File: src/timer_pkg.sv
package timer_pkg;

   // port instruction selects
   localparam logic [5:0]  SEL_FC_LOW     = 6'h0A;
   localparam logic [5:0]  SEL_FC_HIGH    = 6'h0B;
   localparam logic [5:0]  SEL_TIME_BASE  = 6'h19;
   localparam logic [5:0]  SEL_TMR_A_CMD  = 6'h1C;
   localparam logic [5:0]  SEL_TMR_B_CMD  = 6'h1D;
   localparam logic [5:0]  SEL_FC_CMD     = 6'h1F;
   localparam logic [5:0]  SEL_TA_LOW     = 6'h30;
   localparam logic [5:0]  SEL_TB_LOW     = 6'h34;

   // command field positions
   localparam int          MODE_HI        = 3;
   localparam int          MODE_LO        = 2;
   localparam int          RATE_HI        = 1;
   localparam int          RATE_LO        = 0;

   // mode encodings
   localparam logic [1:0]  TMR_STOP       = 2'h0;
   localparam logic [1:0]  TMR_EVENT      = 2'h1;
   localparam logic [1:0]  TMR_TIMING     = 2'h2;
   localparam logic [1:0]  TMR_PULSE      = 2'h3;
   localparam logic [1:0]  FC_HALT        = 2'h0;
   localparam logic [1:0]  FC_RELOAD      = 2'h1;
   localparam logic [1:0]  FC_TONE        = 2'h2;
   localparam logic [1:0]  FC_PULSE       = 2'h3;

   // divider exponents
   localparam int          TA_EXP0 = 3;
   localparam int          TA_EXP1 = 7;
   localparam int          TA_EXP2 = 11;
   localparam int          TA_EXP3 = 15;
   localparam int          TB_EXP1 = 5;
   localparam int          TB_EXP2 = 9;
   localparam int          TB_EXP3 = 13;
   localparam int          BASE_EXP4 = 3;
   localparam int          BASE_EXP5 = 4;
   localparam int          BASE_EXP6 = 5;
   localparam int          BASE_EXP7 = 14;
   localparam int          BASE_EXPC = 1;
   localparam int          BASE_EXPD = 6;
   localparam int          BASE_EXPE = 8;
   localparam int          BASE_EXPF = 10;
   localparam int          FC_EXP0  = 0;
   localparam int          FC_EXP1  = 2;
   localparam int          FC_EXP2  = 4;
   localparam int          FC_EXP3  = 6;

   // reset values
   localparam logic [3:0]  CMD_RESET      = 4'h0;
   localparam logic [11:0] TMR_RESET      = 12'h000;
   localparam logic [7:0]  FC_RESET       = 8'h00;

   // one-cycle tick when bit k-1 of a free counter rises; k = 0 ticks every step
   function automatic logic div_tick(input logic [15:0] cnt, input int k);
      logic [15:0] half;
      logic [15:0] mask;
      half = 16'h0001;
      mask = 16'h0000;
      if (k == 0)
      begin
         return 1'b1;
      end
      half = 16'h0001 << (k - 1);
      mask = 16'((half << 1) - 16'h0001);
      return ((16'(cnt + 16'h0001)) & mask) == half;
   endfunction : div_tick

endpackage : timer_pkg

File: src/dual_timer_and_fast_counter.sv
// Summary of operation
// - general timer modes: stop, event, timing, pulse
// - each timer has its own command port
// - first timer rate: slow/2^3,2^7,2^11,2^15
// - second timer rate: fast counter, slow/2^5,2^9,2^13
// - general timer overflow raises its irq
// - event mode counts external pin rising edges
// - timing mode counts selected internal pulse edges
// - pulse mode counts pulses while pin qualifies
// - timers independent; nibble preset and readback
// - time base: eight rates, 00xx off, 10xx reserved
// - time base divider table, slow mode subset
// - fast counter: 8-bit up, both system modes
// - fast counter modes: halt, reload, tone, pulse
// - fast counter clock: slow/1,/4, fast/16,/64
// - fast overflow irq except halted or tone
// - preset loaded at start and each overflow
// - fast preset and count split over nibbles
// - tone toggles once per overflow
// - outside tone: shared pin high, dedicated low
// - gate pin is input in pulse mode while gate latch is high
module dual_timer_and_fast_counter
   import timer_pkg::*;
(
   // clock and reset
   input  wire logic       mclk,
   input  wire logic       resetn,
   // port instruction access
   input  wire logic       port_wr,
   input  wire logic       port_rd,
   input  wire logic [5:0] port_sel,
   input  wire logic [3:0] port_wdata,
   output logic      [3:0] port_rdata,
   // clock source and system mode
   input  wire logic       slow_oscillator,
   input  wire logic       slow_mode,
   // external pins
   input  wire logic       first_timer_event_pin,
   input  wire logic       second_timer_event_pin,
   input  wire logic       fast_counter_gate_pin,
   input  wire logic       gate_latch_high,
   output logic            gate_pin_is_input,
   // interrupt requests
   output logic            time_base_irq,
   output logic            first_timer_overflow_irq,
   output logic            second_timer_overflow_irq,
   output logic            fast_counter_overflow_irq,
   // tone pins
   output logic            tone_out_shared_pin,
   output logic            tone_out_dedicated_pin
);

   logic [3:0]  time_base_control_r;
   logic [3:0]  timer_a_command_r;
   logic [3:0]  timer_b_command_r;
   logic [3:0]  fast_counter_command_r;
   logic [7:0]  fast_counter_preset_r;
   logic [7:0]  fast_counter_r;
   logic [11:0] tmr_r [2];
   logic [1:0]  ev_q_r;
   logic        slow_q_r;
   logic [15:0] slow_div_r;
   logic [15:0] fast_div_r;
   logic [3:0]  port_rdata_r;
   logic        tbase_r;
   logic [1:0]  tmr_irq_r;
   logic        fc_irq_r;
   logic        tone_r;

   logic        slow_edge;
   logic        tb_tick;
   logic [1:0]  ev_in;
   logic [1:0]  ev_rise;
   logic [1:0]  rate_pulse;
   logic [1:0]  tmr_inc;
   logic [1:0]  tmr_wrote;
   logic [1:0]  first_timer_mode_sel;
   logic [1:0]  second_timer_mode_sel;
   logic [1:0]  first_timer_rate_sel;
   logic [1:0]  second_timer_rate_sel;
   logic [1:0]  fast_counter_mode_sel;
   logic [1:0]  fast_counter_clock_sel;
   logic        fc_src;
   logic        fc_inc;
   logic        fc_ovf;
   logic        fc_start;

   function automatic logic [5:0] tmr_sel(input int i, input int n);
      logic [5:0] base;
      base = (i == 0) ? SEL_TA_LOW : SEL_TB_LOW;
      return 6'(base + 6'(n));
   endfunction : tmr_sel

   function automatic logic slow_tick(input logic edge_in, input logic [15:0] cnt,
                                      input int k);
      return edge_in & div_tick(cnt, k);
   endfunction : slow_tick

   assign first_timer_mode_sel   = timer_a_command_r[MODE_HI:MODE_LO];
   assign first_timer_rate_sel   = timer_a_command_r[RATE_HI:RATE_LO];
   assign second_timer_mode_sel  = timer_b_command_r[MODE_HI:MODE_LO];
   assign second_timer_rate_sel  = timer_b_command_r[RATE_HI:RATE_LO];
   assign fast_counter_mode_sel  = fast_counter_command_r[MODE_HI:MODE_LO];
   assign fast_counter_clock_sel = fast_counter_command_r[RATE_HI:RATE_LO];

   assign slow_edge = slow_oscillator & ~slow_q_r;
   assign ev_in     = {second_timer_event_pin, first_timer_event_pin};
   assign ev_rise   = ev_in & ~ev_q_r;

   // prescalers
   always_ff @(posedge mclk or negedge resetn)
   begin
      if (!resetn)
      begin
         slow_q_r   <= 1'b0;
         slow_div_r <= 16'h0000;
         fast_div_r <= 16'h0000;
         ev_q_r     <= 2'h0;
      end
      else
      begin
         slow_q_r   <= slow_oscillator;
         ev_q_r     <= ev_in;
         fast_div_r <= 16'(fast_div_r + 16'h0001);
         if (slow_edge)
         begin
            slow_div_r <= 16'(slow_div_r + 16'h0001);
         end
      end
   end

   // command and preset ports
   always_ff @(posedge mclk or negedge resetn)
   begin
      if (!resetn)
      begin
         time_base_control_r    <= CMD_RESET;
         timer_a_command_r      <= CMD_RESET;
         timer_b_command_r      <= CMD_RESET;
         fast_counter_command_r <= CMD_RESET;
         fast_counter_preset_r  <= FC_RESET;
      end
      else if (port_wr)
      begin
         unique case (port_sel)
            SEL_TIME_BASE: time_base_control_r <= port_wdata;
            SEL_TMR_A_CMD: timer_a_command_r <= port_wdata;
            SEL_TMR_B_CMD: timer_b_command_r <= port_wdata;
            SEL_FC_CMD:    fast_counter_command_r <= port_wdata;
            SEL_FC_LOW:    fast_counter_preset_r[3:0] <= port_wdata;
            SEL_FC_HIGH:   fast_counter_preset_r[7:4] <= port_wdata;
            default:       ;
         endcase
      end
   end

   // time base rate
   always_comb
   begin
      unique case (time_base_control_r)
         4'h4:    tb_tick = ~slow_mode & slow_tick(slow_edge, slow_div_r, BASE_EXP4);
         4'h5:    tb_tick = ~slow_mode & slow_tick(slow_edge, slow_div_r, BASE_EXP5);
         4'h6:    tb_tick = ~slow_mode & slow_tick(slow_edge, slow_div_r, BASE_EXP6);
         4'h7:    tb_tick = slow_tick(slow_edge, slow_div_r, BASE_EXP7);
         4'hC:    tb_tick = ~slow_mode & slow_tick(slow_edge, slow_div_r, BASE_EXPC);
         4'hD:    tb_tick = slow_tick(slow_edge, slow_div_r, BASE_EXPD);
         4'hE:    tb_tick = slow_tick(slow_edge, slow_div_r, BASE_EXPE);
         4'hF:    tb_tick = slow_tick(slow_edge, slow_div_r, BASE_EXPF);
         default: tb_tick = 1'b0;
      endcase
   end

   // internal pulse for each general timer
   always_comb
   begin
      unique case (first_timer_rate_sel)
         2'h0:    rate_pulse[0] = ~slow_mode & slow_tick(slow_edge, slow_div_r, TA_EXP0);
         2'h1:    rate_pulse[0] = slow_tick(slow_edge, slow_div_r, TA_EXP1);
         2'h2:    rate_pulse[0] = slow_tick(slow_edge, slow_div_r, TA_EXP2);
         default: rate_pulse[0] = slow_tick(slow_edge, slow_div_r, TA_EXP3);
      endcase
      unique case (second_timer_rate_sel)
         2'h0:    rate_pulse[1] = fc_ovf;
         2'h1:    rate_pulse[1] = slow_tick(slow_edge, slow_div_r, TB_EXP1);
         2'h2:    rate_pulse[1] = slow_tick(slow_edge, slow_div_r, TB_EXP2);
         default: rate_pulse[1] = slow_tick(slow_edge, slow_div_r, TB_EXP3);
      endcase
   end

   // count enables, each timer on its own mode
   always_comb
   begin
      for (int i = 0; i < 2; i++)
      begin
         tmr_wrote[i] = 1'b0;
         for (int n = 0; n < 3; n++)
            if (port_wr && port_sel == tmr_sel(i, n))
               tmr_wrote[i] = 1'b1;
         unique case ((i == 0) ? first_timer_mode_sel : second_timer_mode_sel)
            TMR_EVENT:  tmr_inc[i] = ev_rise[i];
            TMR_TIMING: tmr_inc[i] = rate_pulse[i];
            TMR_PULSE:  tmr_inc[i] = rate_pulse[i] & ev_in[i];
            default:    tmr_inc[i] = 1'b0;
         endcase
      end
   end

   // general timers: nibble preset wins over a same-cycle count
   always_ff @(posedge mclk or negedge resetn)
   begin
      if (!resetn)
      begin
         tmr_r[0]  <= TMR_RESET;
         tmr_r[1]  <= TMR_RESET;
         tmr_irq_r <= 2'h0;
      end
      else
      begin
         for (int i = 0; i < 2; i++)
         begin
            tmr_irq_r[i] <= tmr_inc[i] & ~tmr_wrote[i] & (&tmr_r[i]);
            if (tmr_wrote[i])
            begin
               for (int n = 0; n < 3; n++)
                  if (port_sel == tmr_sel(i, n))
                     tmr_r[i][n*4 +: 4] <= port_wdata;
            end
            else if (tmr_inc[i])
               tmr_r[i] <= 12'(tmr_r[i] + 12'h001);
         end
      end
   end

   // fast counter clock and gating
   always_comb
   begin
      unique case (fast_counter_clock_sel)
         2'h0:    fc_src = slow_tick(slow_edge, slow_div_r, FC_EXP0);
         2'h1:    fc_src = slow_tick(slow_edge, slow_div_r, FC_EXP1);
         2'h2:    fc_src = ~slow_mode & div_tick(fast_div_r, FC_EXP2);
         default: fc_src = ~slow_mode & div_tick(fast_div_r, FC_EXP3);
      endcase
   end

   assign gate_pin_is_input = (fast_counter_mode_sel == FC_PULSE) & gate_latch_high;
   assign fc_inc   = (fast_counter_mode_sel != FC_HALT) & fc_src &
                     ((fast_counter_mode_sel != FC_PULSE) |
                      (gate_pin_is_input & fast_counter_gate_pin));
   assign fc_ovf   = fc_inc & (&fast_counter_r);
   assign fc_start = port_wr & (port_sel == SEL_FC_CMD) &
                     (fast_counter_mode_sel == FC_HALT) &
                     (port_wdata[MODE_HI:MODE_LO] != FC_HALT);

   always_ff @(posedge mclk or negedge resetn)
   begin
      if (!resetn)
      begin
         fast_counter_r <= FC_RESET;
      end
      else if (fc_start || fc_ovf)
      begin
         fast_counter_r <= fast_counter_preset_r;
      end
      else if (fc_inc)
      begin
         fast_counter_r <= 8'(fast_counter_r + 8'h01);
      end
   end

   // fast counter interrupt and tone
   always_ff @(posedge mclk or negedge resetn)
   begin
      if (!resetn)
      begin
         fc_irq_r <= 1'b0;
         tone_r   <= 1'b0;
      end
      else
      begin
         fc_irq_r <= fc_ovf & ((fast_counter_mode_sel == FC_RELOAD) |
                               (fast_counter_mode_sel == FC_PULSE));
         if (fast_counter_mode_sel != FC_TONE)
         begin
            tone_r <= 1'b0;
         end
         else if (fc_ovf)
         begin
            tone_r <= ~tone_r;
         end
      end
   end

   // time base irq and port reads
   always_ff @(posedge mclk or negedge resetn)
   begin
      if (!resetn)
      begin
         tbase_r      <= 1'b0;
         port_rdata_r <= 4'h0;
      end
      else
      begin
         tbase_r <= tb_tick;
         if (port_rd)
         begin
            unique case (port_sel)
               SEL_FC_LOW:  port_rdata_r <= fast_counter_r[3:0];
               SEL_FC_HIGH: port_rdata_r <= fast_counter_r[7:4];
               default:     port_rdata_r <= 4'h0;
            endcase
            for (int i = 0; i < 2; i++)
               for (int n = 0; n < 3; n++)
                  if (port_sel == tmr_sel(i, n))
                     port_rdata_r <= tmr_r[i][n*4 +: 4];
         end
      end
   end

   assign port_rdata                = port_rdata_r;
   assign time_base_irq             = tbase_r;
   assign first_timer_overflow_irq  = tmr_irq_r[0];
   assign second_timer_overflow_irq = tmr_irq_r[1];
   assign fast_counter_overflow_irq = fc_irq_r;
   assign tone_out_dedicated_pin    = tone_r;
   assign tone_out_shared_pin       = ~tone_r;

endmodule : dual_timer_and_fast_counter

File: config.mk
export PLATFORM = sky130hd
export DESIGN_NAME = dual_timer_and_fast_counter
export DESIGN_NICKNAME = d
export VERILOG_FILES = /design/src/timer_pkg.sv /design/src/dual_timer_and_fast_counter.sv
export SDC_FILE = /design/constraint.sdc
export NUM_CORES = 1
export LEC_CHECK = 0
export ABC_AREA = 0
export BUFFER_PORTS_ARGS = -buffer_cell sky130_fd_sc_hd__buf_2
export CELL_PAD_IN_SITES_DETAIL_PLACEMENT = 1
export CELL_PAD_IN_SITES_GLOBAL_PLACEMENT = 1
export CORE_ASPECT_RATIO = 0.9
export CORE_MARGIN = 8
export CORE_UTILIZATION = 31
export CTS_BUF_LIST = sky130_fd_sc_hd__clkbuf_4 sky130_fd_sc_hd__clkbuf_8 sky130_fd_sc_hd__clkbuf_16
export DETAILED_ROUTE_END_ITERATION = 6
export PLACE_DENSITY = 0.67
export SYNTH_ARGS = -nofsm -noshare
export SYNTH_HDL_FRONTEND = slang
export SYNTH_SLANG_ARGS = --single-unit
File: constraint.sdc
create_clock -name mclk -period 3.2 [get_ports mclk]
set_input_delay 0.64 -clock mclk [delete_from_list [all_inputs] [get_ports mclk]]
set_output_delay 0.64 -clock mclk [all_outputs]
set_load 0.01 [all_outputs]
==> results.sh, run 1 <==
export IMPL_synth_cells=634
export IMPL_postPlaceCellArea_sq_mm=0.00608
export IMPL_leakagePower_uw=0.00266
export IMPL_cts_root_buf="clkbuf_16"
export IMPL_antenna_diode_count=0
export IMPL_synth_nets=665
export IMPL_slowest_delay_ns=0.60
export IMPL_reg2regPathDepth=9
export IMPL_port_buffer_count=30
export IMPL_crit_slowest_cell="a2111o_2"
export IMPL_ys_flop_type="dfrtp_1"
export IMPL_drt_pass1_iterations=4
export IMPL_yosysTopAreaCellShare_pct=39.3
export IMPL_synth_warnings=0
export IMPL_gp_congestion=0.871
export IMPL_gr_total_overflow=0
export IMPL_nNetsFinal=689
export IMPL_grt_max_degree=51
export IMPL_seq_area_frac_synth_pct=39.3
export IMPL_clkTransAtPathRegs_ns=0.06
export IMPL_cts_htree_levels=3
export IMPL_worst_pin_slew_ns=0.668
export IMPL_ir_drop_mv=0.274
export IMPL_synth_seq_cells=89
export IMPL_drtIter0Drc=291
export IMPL_yosysMostFrequentCell="dfrtp_1"
export IMPL_fp_dieArea_sq_mm=0.0228
export IMPL_routed_wl_microns=16900
export IMPL_viasPerCell=5.54
export IMPL_synth_commonest_cells="89 x dfrtp_1, 62 x nand2_1, 49 x a21oi_1, 45 x nor2_1, 43 x o21ai_0"
export IMPL_antenna_found_initial=0
export IMPL_tritoncts="done"
export IMPL_async_flop_share_pct=100
export IMPL_status="completed"
export IMPL_drv_slew=0
export IMPL_p_per_area_mw_per_mm2=596
export IMPL_clk_path_buf_depth=2
export IMPL_cts_hold_buf=0
export IMPL_cts_resized=0
export IMPL_setup_viol=0
export IMPL_start_kind="flip-flop"
export IMPL_worstPathRequired_ns=3.44
export IMPL_fmax_ghz=0.335
export IMPL_cts_made_buffers=9
export IMPL_ant_nets=0
export IMPL_grt_pass1_vias=5253
export IMPL_drc=0
export IMPL_cp_end_kind="flip-flop"
export IMPL_fin_crit_ns=2.98
export IMPL_critical_path_class="reg2reg"
export IMPL_start_util_pct=31.2
export IMPL_grt_pass1_wl_microns=28000
export IMPL_layout_worst_path_cycle_share_pct=93.2
export IMPL_synth_area_leaders="dfrtp_1 39%, a21oi_1 4.3%, nand2_1 4.1%"
export IMPL_regToRegEndpoint="tmr_r[0]$_DFFE_PN0P_"
export IMPL_slew_headroom_pct=55.3
export IMPL_dp_hpwl_microns=12500
export IMPL_worstPathMaxFanout=15
export IMPL_reg2reg_slack_ns=0.22
export IMPL_cap_violations=0
export IMPL_skew_ns=0.00941
export IMPL_arrival_ns=3.22
export IMPL_synth_top_cell_by_area="dfrtp_1"
export IMPL_synth_area_sq_mm=0.00566
export IMPL_fin_area_sq_mm=0.00642
export IMPL_grtUsageTotal_pct=15.5
export IMPL_insertion_delay_ns=0.35
export IMPL_synth_edf_count=0
export IMPL_layout_drive_gt1_share_pct=16.2
export IMPL_routedWlPerCell_microns=18.6
export IMPL_hold_viol=0
export IMPL_die_w_microns=158
export IMPL_clock_sinks=89
export IMPL_ios=31
export IMPL_avgSynthCellArea_sq_um=8.93
export IMPL_dr_total_vias=5027
export IMPL_yosysUniqueCellTypes=73
export IMPL_core_area_sq_mm=0.0182
export IMPL_r2r_start="slow_div_r[0]$_DFFE_PN0N_"
export IMPL_hold_class="in2async"
export IMPL_hold_ws_ns=0.309
export IMPL_die_y_microns=144
export IMPL_cp_cell_sequence="ha_2, and4_4, nand3_1, o2bb2ai_1, nand3_1, o21a_1, a2111o_2, and2_1, o211a_1"
export IMPL_num_rows=47
export IMPL_cts_setup_buffers=0
export IMPL_area_growth_pct=13.4
export IMPL_critPathMostFrequentCell="nand3_1"
export IMPL_rsz0062_at_grt="false"
export IMPL_fin_setup_tns_ns=0
## final cells by class
class / count / area [sq um]
Clock buffer: 10 / 239
Clock inverter: 5 / 80.1
Fill cell: 2119 / 11700
Inverter: 17 / 63.8
Multi-Input combinational cell: 491 / 3200
Sequential cell: 89 / 2230
Tap cell: 245 / 307
Timing Repair Buffer: 50 / 303
## report_power, final
group / total, uW / switching (uW) / leakage (uW) / internal [uW]
combinational: 1050 / 595 / 0.00137 / 455
sequential: 1620 / 294 / 0.00114 / 1330
clock: 1160 / 458 / 0.000151 / 700
## worst max path at each step
stage	slack, ns	start	cells after the start	endpoint
3_5_place_dp	0.10	slow_div_r[0]$_DFFE_PN0N_	10	tmr_r[7]$_DFFE_PN0P_
4_1_cts	0.06	slow_div_r[0]$_DFFE_PN0N_	8	tmr_irq_r[0]$_DFF_PN0_
3_3_place_gp	0.20	slow_div_r[0]$_DFFE_PN0N_	10	tmr_r[7]$_DFFE_PN0P_
5_1_grt	0.04	slow_div_r[0]$_DFFE_PN0N_	10	tmr_r[8]$_DFFE_PN0P_
6_report	0.22	slow_div_r[0]$_DFFE_PN0N_	9	tmr_r[0]$_DFFE_PN0P_
2_1_floorplan	0.50	slow_div_r[0]$_DFFE_PN0N_	11	tmr_r[12]$_DFFE_PN0P_
## through the flow
stage	instances	total power [uW]	worst slack [ns]	utilization [%]
global placement	892	2610	0.201	33.5
detailed placement	892	2670	0.101	33.5
global route	907	4050	0.0365	35.3
CTS	907	3850	0.0637	35.2
finish	907	3830	0.216	35.3
floorplan	634	2330	0.503	-
## registers in the layout, indices dropped and copies added (netlist names), 2 cells and up
register,flops
fast_counter_r,8
tmr_irq_r,2
slow_div_r,15
tmr_r,24
fast_div_r,6
timer_b_command_r,4
ev_q_r,2
fast_counter_preset_r,8
time_base_control_r,4
timer_a_command_r,4
fast_counter_command_r,4
port_rdata,4
## critical path: cells and delay by family (launching register included)
| kind | cells | cell delay, ns |
|---|---|---|
| fa+ha+maj | 1 | 0.29 |
| simple gates | 4 | 0.89 |
| compound gates | 4 | 1.30 |
| flops | 1 | 0.36 |
## layout by cell type, fill, tap and decap left out, types with 12 or more instances in the layout
| cell | n |
|---|---|
| mux2_2 | 19 |
| buf_4 | 21 |
| a31oi_1 | 12 |
| buf_2 | 29 |
| dfrtp_1 | 89 |
| nand3_1 | 39 |
| o21ai_0 | 43 |
| inv_1 | 17 |
| xnor2_1 | 26 |
| nand2_1 | 62 |
| a21oi_1 | 49 |
| nor2_1 | 45 |
## layer usage
metal  part of all wire, %  global-route usage (%)  vias up
li1                      -                       -     2362
met5                     0                       0        -
met2                    46                    24.6       74
met1                    49                    21.0     2571
met4                   1.9                    5.95        0
met3                   2.6                    1.91       20
## logic make-up (layout without fill, tap and decap cells)
group                    count (synthesis)  after routing  share of synthesized area [%]
AND/OR/NAND/NOR                        237            237                           21.8
adder cells (fa/ha/maj)                 11             11                           2.43
AO/OA/AOI/OAI                          179            179                           21.0
flip-flops                              89             89                           39.3
XOR/XNOR                                34             34                           5.26
buffers and inverters                   54             82                           4.49
multiplexers                            30             30                           5.72
No activity file was read; power rests on OpenSTA's default activity.
==> run 2: changes to the inputs <==
--- a/config.mk
+++ b/config.mk
@@ -11,10 +11,9 @@
 export CELL_PAD_IN_SITES_GLOBAL_PLACEMENT = 1
 export CORE_ASPECT_RATIO = 0.9
 export CORE_MARGIN = 8
-export CORE_UTILIZATION = 31
-export CTS_BUF_LIST = sky130_fd_sc_hd__clkbuf_4 sky130_fd_sc_hd__clkbuf_8 sky130_fd_sc_hd__clkbuf_16
+export CORE_UTILIZATION = 45
 export DETAILED_ROUTE_END_ITERATION = 6
-export PLACE_DENSITY = 0.67
+export PLACE_DENSITY = 0.88
 export SYNTH_ARGS = -nofsm -noshare
 export SYNTH_HDL_FRONTEND = slang
 export SYNTH_SLANG_ARGS = --single-unit
==> run 2 against run 1 <==
- die area decreased by 28%
- global-route usage is 5.9 points higher
- final cell count fell by 9.2%
- routed wire length up 1.4%
- first-iteration DRC count up 59%
- via count grew 2.3%
- core utilization up 15 points
- largest cell class unchanged
- critical path type unchanged
- non-clock buffer count down 3
- power is 0.84% lower
- design area shrank 2.1%
- register-to-register slack about the same
- fmax is 0.48% lower
==> results.sh, run 2 (synthesis gave the netlist of run 1 again) <==
export IMPL_status="completed"
export IMPL_worstPathRequired_ns=3.47
export IMPL_hold_class="in2async"
export IMPL_cts_htree_levels=3
export IMPL_skew_ns=0.00634
export IMPL_crit_slowest_cell="a2111o_1"
export IMPL_final_cell_mix="89 x dfrtp_1, 62 x nand2_1, 49 x a21oi_1, 45 x nor2_1, 43 x o21ai_0"
export IMPL_postPlaceCellArea_sq_mm=0.00597
export IMPL_slew_headroom_pct=49.7
export IMPL_ant_nets=0
export IMPL_die_w_microns=134
export IMPL_cts_made_buffers=9
export IMPL_critPathBufInv=1
export IMPL_drv_slew=0
export IMPL_dp_hpwl_microns=12200
export IMPL_critical_path_class="reg2reg"
export IMPL_drt_pass1_iterations=5
export IMPL_fp_dieArea_sq_mm=0.0164
export IMPL_dr_wl_met3_microns=792
export IMPL_final_cells=824
export IMPL_fin_area_sq_mm=0.00629
export IMPL_gp_congestion=0.842
export IMPL_arrival_ns=3.27
export IMPL_core_area_sq_mm=0.0125
export IMPL_ios=31
export IMPL_cts_hold_buf=0
export IMPL_leakagePower_uw=0.00263
export IMPL_cts_root_buf="clkbuf_16"
export IMPL_wl_met1_microns=7580
export IMPL_nNetsFinal=686
export IMPL_dr_total_vias=5143
export IMPL_fmax_ghz=0.334
export IMPL_largestRegisters="tmr_r: 24 flops, slow_div_r: 15 flops"
export IMPL_worst_slack_ns=0.202
export IMPL_layout_worst_path_cycle_share_pct=93.7
export IMPL_area_growth_pct=11.0
export IMPL_fin_util_pct=50.3
export IMPL_ir_drop_mv=0.354
export IMPL_drc=0
export IMPL_largest_reg_flops=24
export IMPL_grt_pass1_wl_microns=28400
export IMPL_grtUsageTotal_pct=21.4
export IMPL_routed_wl_microns=17100
export IMPL_fin_crit_ns=3.00
export IMPL_start_kind="flip-flop"
export IMPL_layout_drive_gt1_share_pct=15.3
export IMPL_n_fill_cell=1485
export IMPL_preCtsSetupSlack_ns=0.153
export IMPL_rsz0062_at_grt="false"
export IMPL_die_y_microns=122
export IMPL_grt_max_degree=56
export IMPL_met2WireLength_microns=8350
export IMPL_dpl_cell_count=808
export IMPL_cp_cell_sequence="ha_2, xnor2_1, nand3_1, nor4_4, nand3_1, o21a_1, a2111o_1, buf_4, a21oi_1, a2bb2oi_1"
export IMPL_routedWlPerCell_microns=20.8
export IMPL_viasPerCell=6.24
export IMPL_drtIter0Drc=464
export IMPL_num_rows=39
export IMPL_cap_violations=0
export IMPL_clock_sinks=89
export IMPL_worstPathMaxFanout=9
export IMPL_antenna_diode_count=0
export IMPL_p_per_area_mw_per_mm2=604
export IMPL_gr_total_overflow=0
export IMPL_critPathTopFamily="compound AO/OA/AOI/OAI gates"
export IMPL_setup_viol=0
export IMPL_slowest_delay_ns=0.54
export IMPL_insertion_delay_ns=0.35
export IMPL_critPathMostFrequentCell="nand3_1"
export IMPL_hold_viol=0
export IMPL_clk_path_buf_depth=2
export IMPL_fin_setup_tns_ns=0
export IMPL_cts_setup_buffers=0
export IMPL_final_common_cell="dfrtp_1"
export IMPL_highest_layer="met4"
export IMPL_grt_pass1_vias=5410
export IMPL_port_buffer_count=30
export IMPL_worst_pin_slew_ns=0.755
export IMPL_tritoncts="done"
export IMPL_antenna_found_initial=0
export IMPL_regMostFlops="tmr_r"
export IMPL_clkTransAtPathRegs_ns=0.06
export IMPL_start_util_pct=45.3
export IMPL_cp_end_kind="flip-flop"
-- run 2: metrics by stage --
stage          hold slack (ns)  power, uW
2_1_floorplan            0.344       2330
3_3_place_gp             0.461       2550
3_5_place_dp             0.474       2640
4_1_cts                  0.390       3790
5_1_grt                  0.431       4000
6_report                 0.364       3800
-- run 2: path summary, 6_finish.rpt --
check / startpoint / end / slack [ns] / depth (start not counted)
min reg2reg: fast_div_r[0]$_DFF_PN0_ / fast_div_r[0]$_DFF_PN0_ / 0.48 / 1
max in group asynchronous: resetn / fast_counter_preset_r[1]$_DFFE_PN0P_ / 2.18 / 2
max reg2reg: slow_div_r[0]$_DFFE_PN0N_ / tmr_r[10]$_DFFE_PN0P_ / 0.20 / 10
min: resetn / slow_div_r[12]$_DFFE_PN0N_ / 0.36 / 1
max: slow_div_r[0]$_DFFE_PN0N_ / tmr_r[10]$_DFFE_PN0P_ / 0.20 / 10
min in group mclk: slow_oscillator / slow_q_r$_DFF_PN0_ / 0.43 / 1
-- run 2: layout make-up --
type | instances | area (sq um) | area share [%]
Multi-Input combinational cell | 491 | 3180 | 50.7
Clock inverter | 5 | 80.1 | 1.27
Sequential cell | 89 | 2230 | 35.4
Clock buffer | 11 | 233 | 3.70
Tap cell | 164 | 205 | 3.26
Timing Repair Buffer | 47 | 293 | 4.66
Inverter | 17 | 63.8 | 1.02
-- run 2: power by group --
group          internal [uW]  leakage (uW)  total, uW  switching [uW]
clock network            684      0.000146       1140             453
logic                    438       0.00135       1010             572
registers               1330       0.00114       1650             325
-- run 2: timing repair --
item	CTS	global route
endpoints found under the setup margin	0	7
resized for setup	0	2
hold endpoints to repair	0	0
-- run 2: worst reg2reg max path, cell delays in order, from the launching register on --
cell,delay (ns)
dfrtp_1,0.38
ha_2,0.26
xnor2_1,0.29
nand3_1,0.23
nor4_4,0.34
nand3_1,0.11
o21a_1,0.22
a2111o_1,0.54
buf_4,0.23
a21oi_1,0.13
a2bb2oi_1,0.18
-- run 2: per-layer routing --
metal / track usage [%] / up-vias
met5: 0 / -
met3: 3.72 / 33
li1: - / 2355
met2: 35.3 / 125
met4: 9.39 / 0
met1: 27.3 / 2630
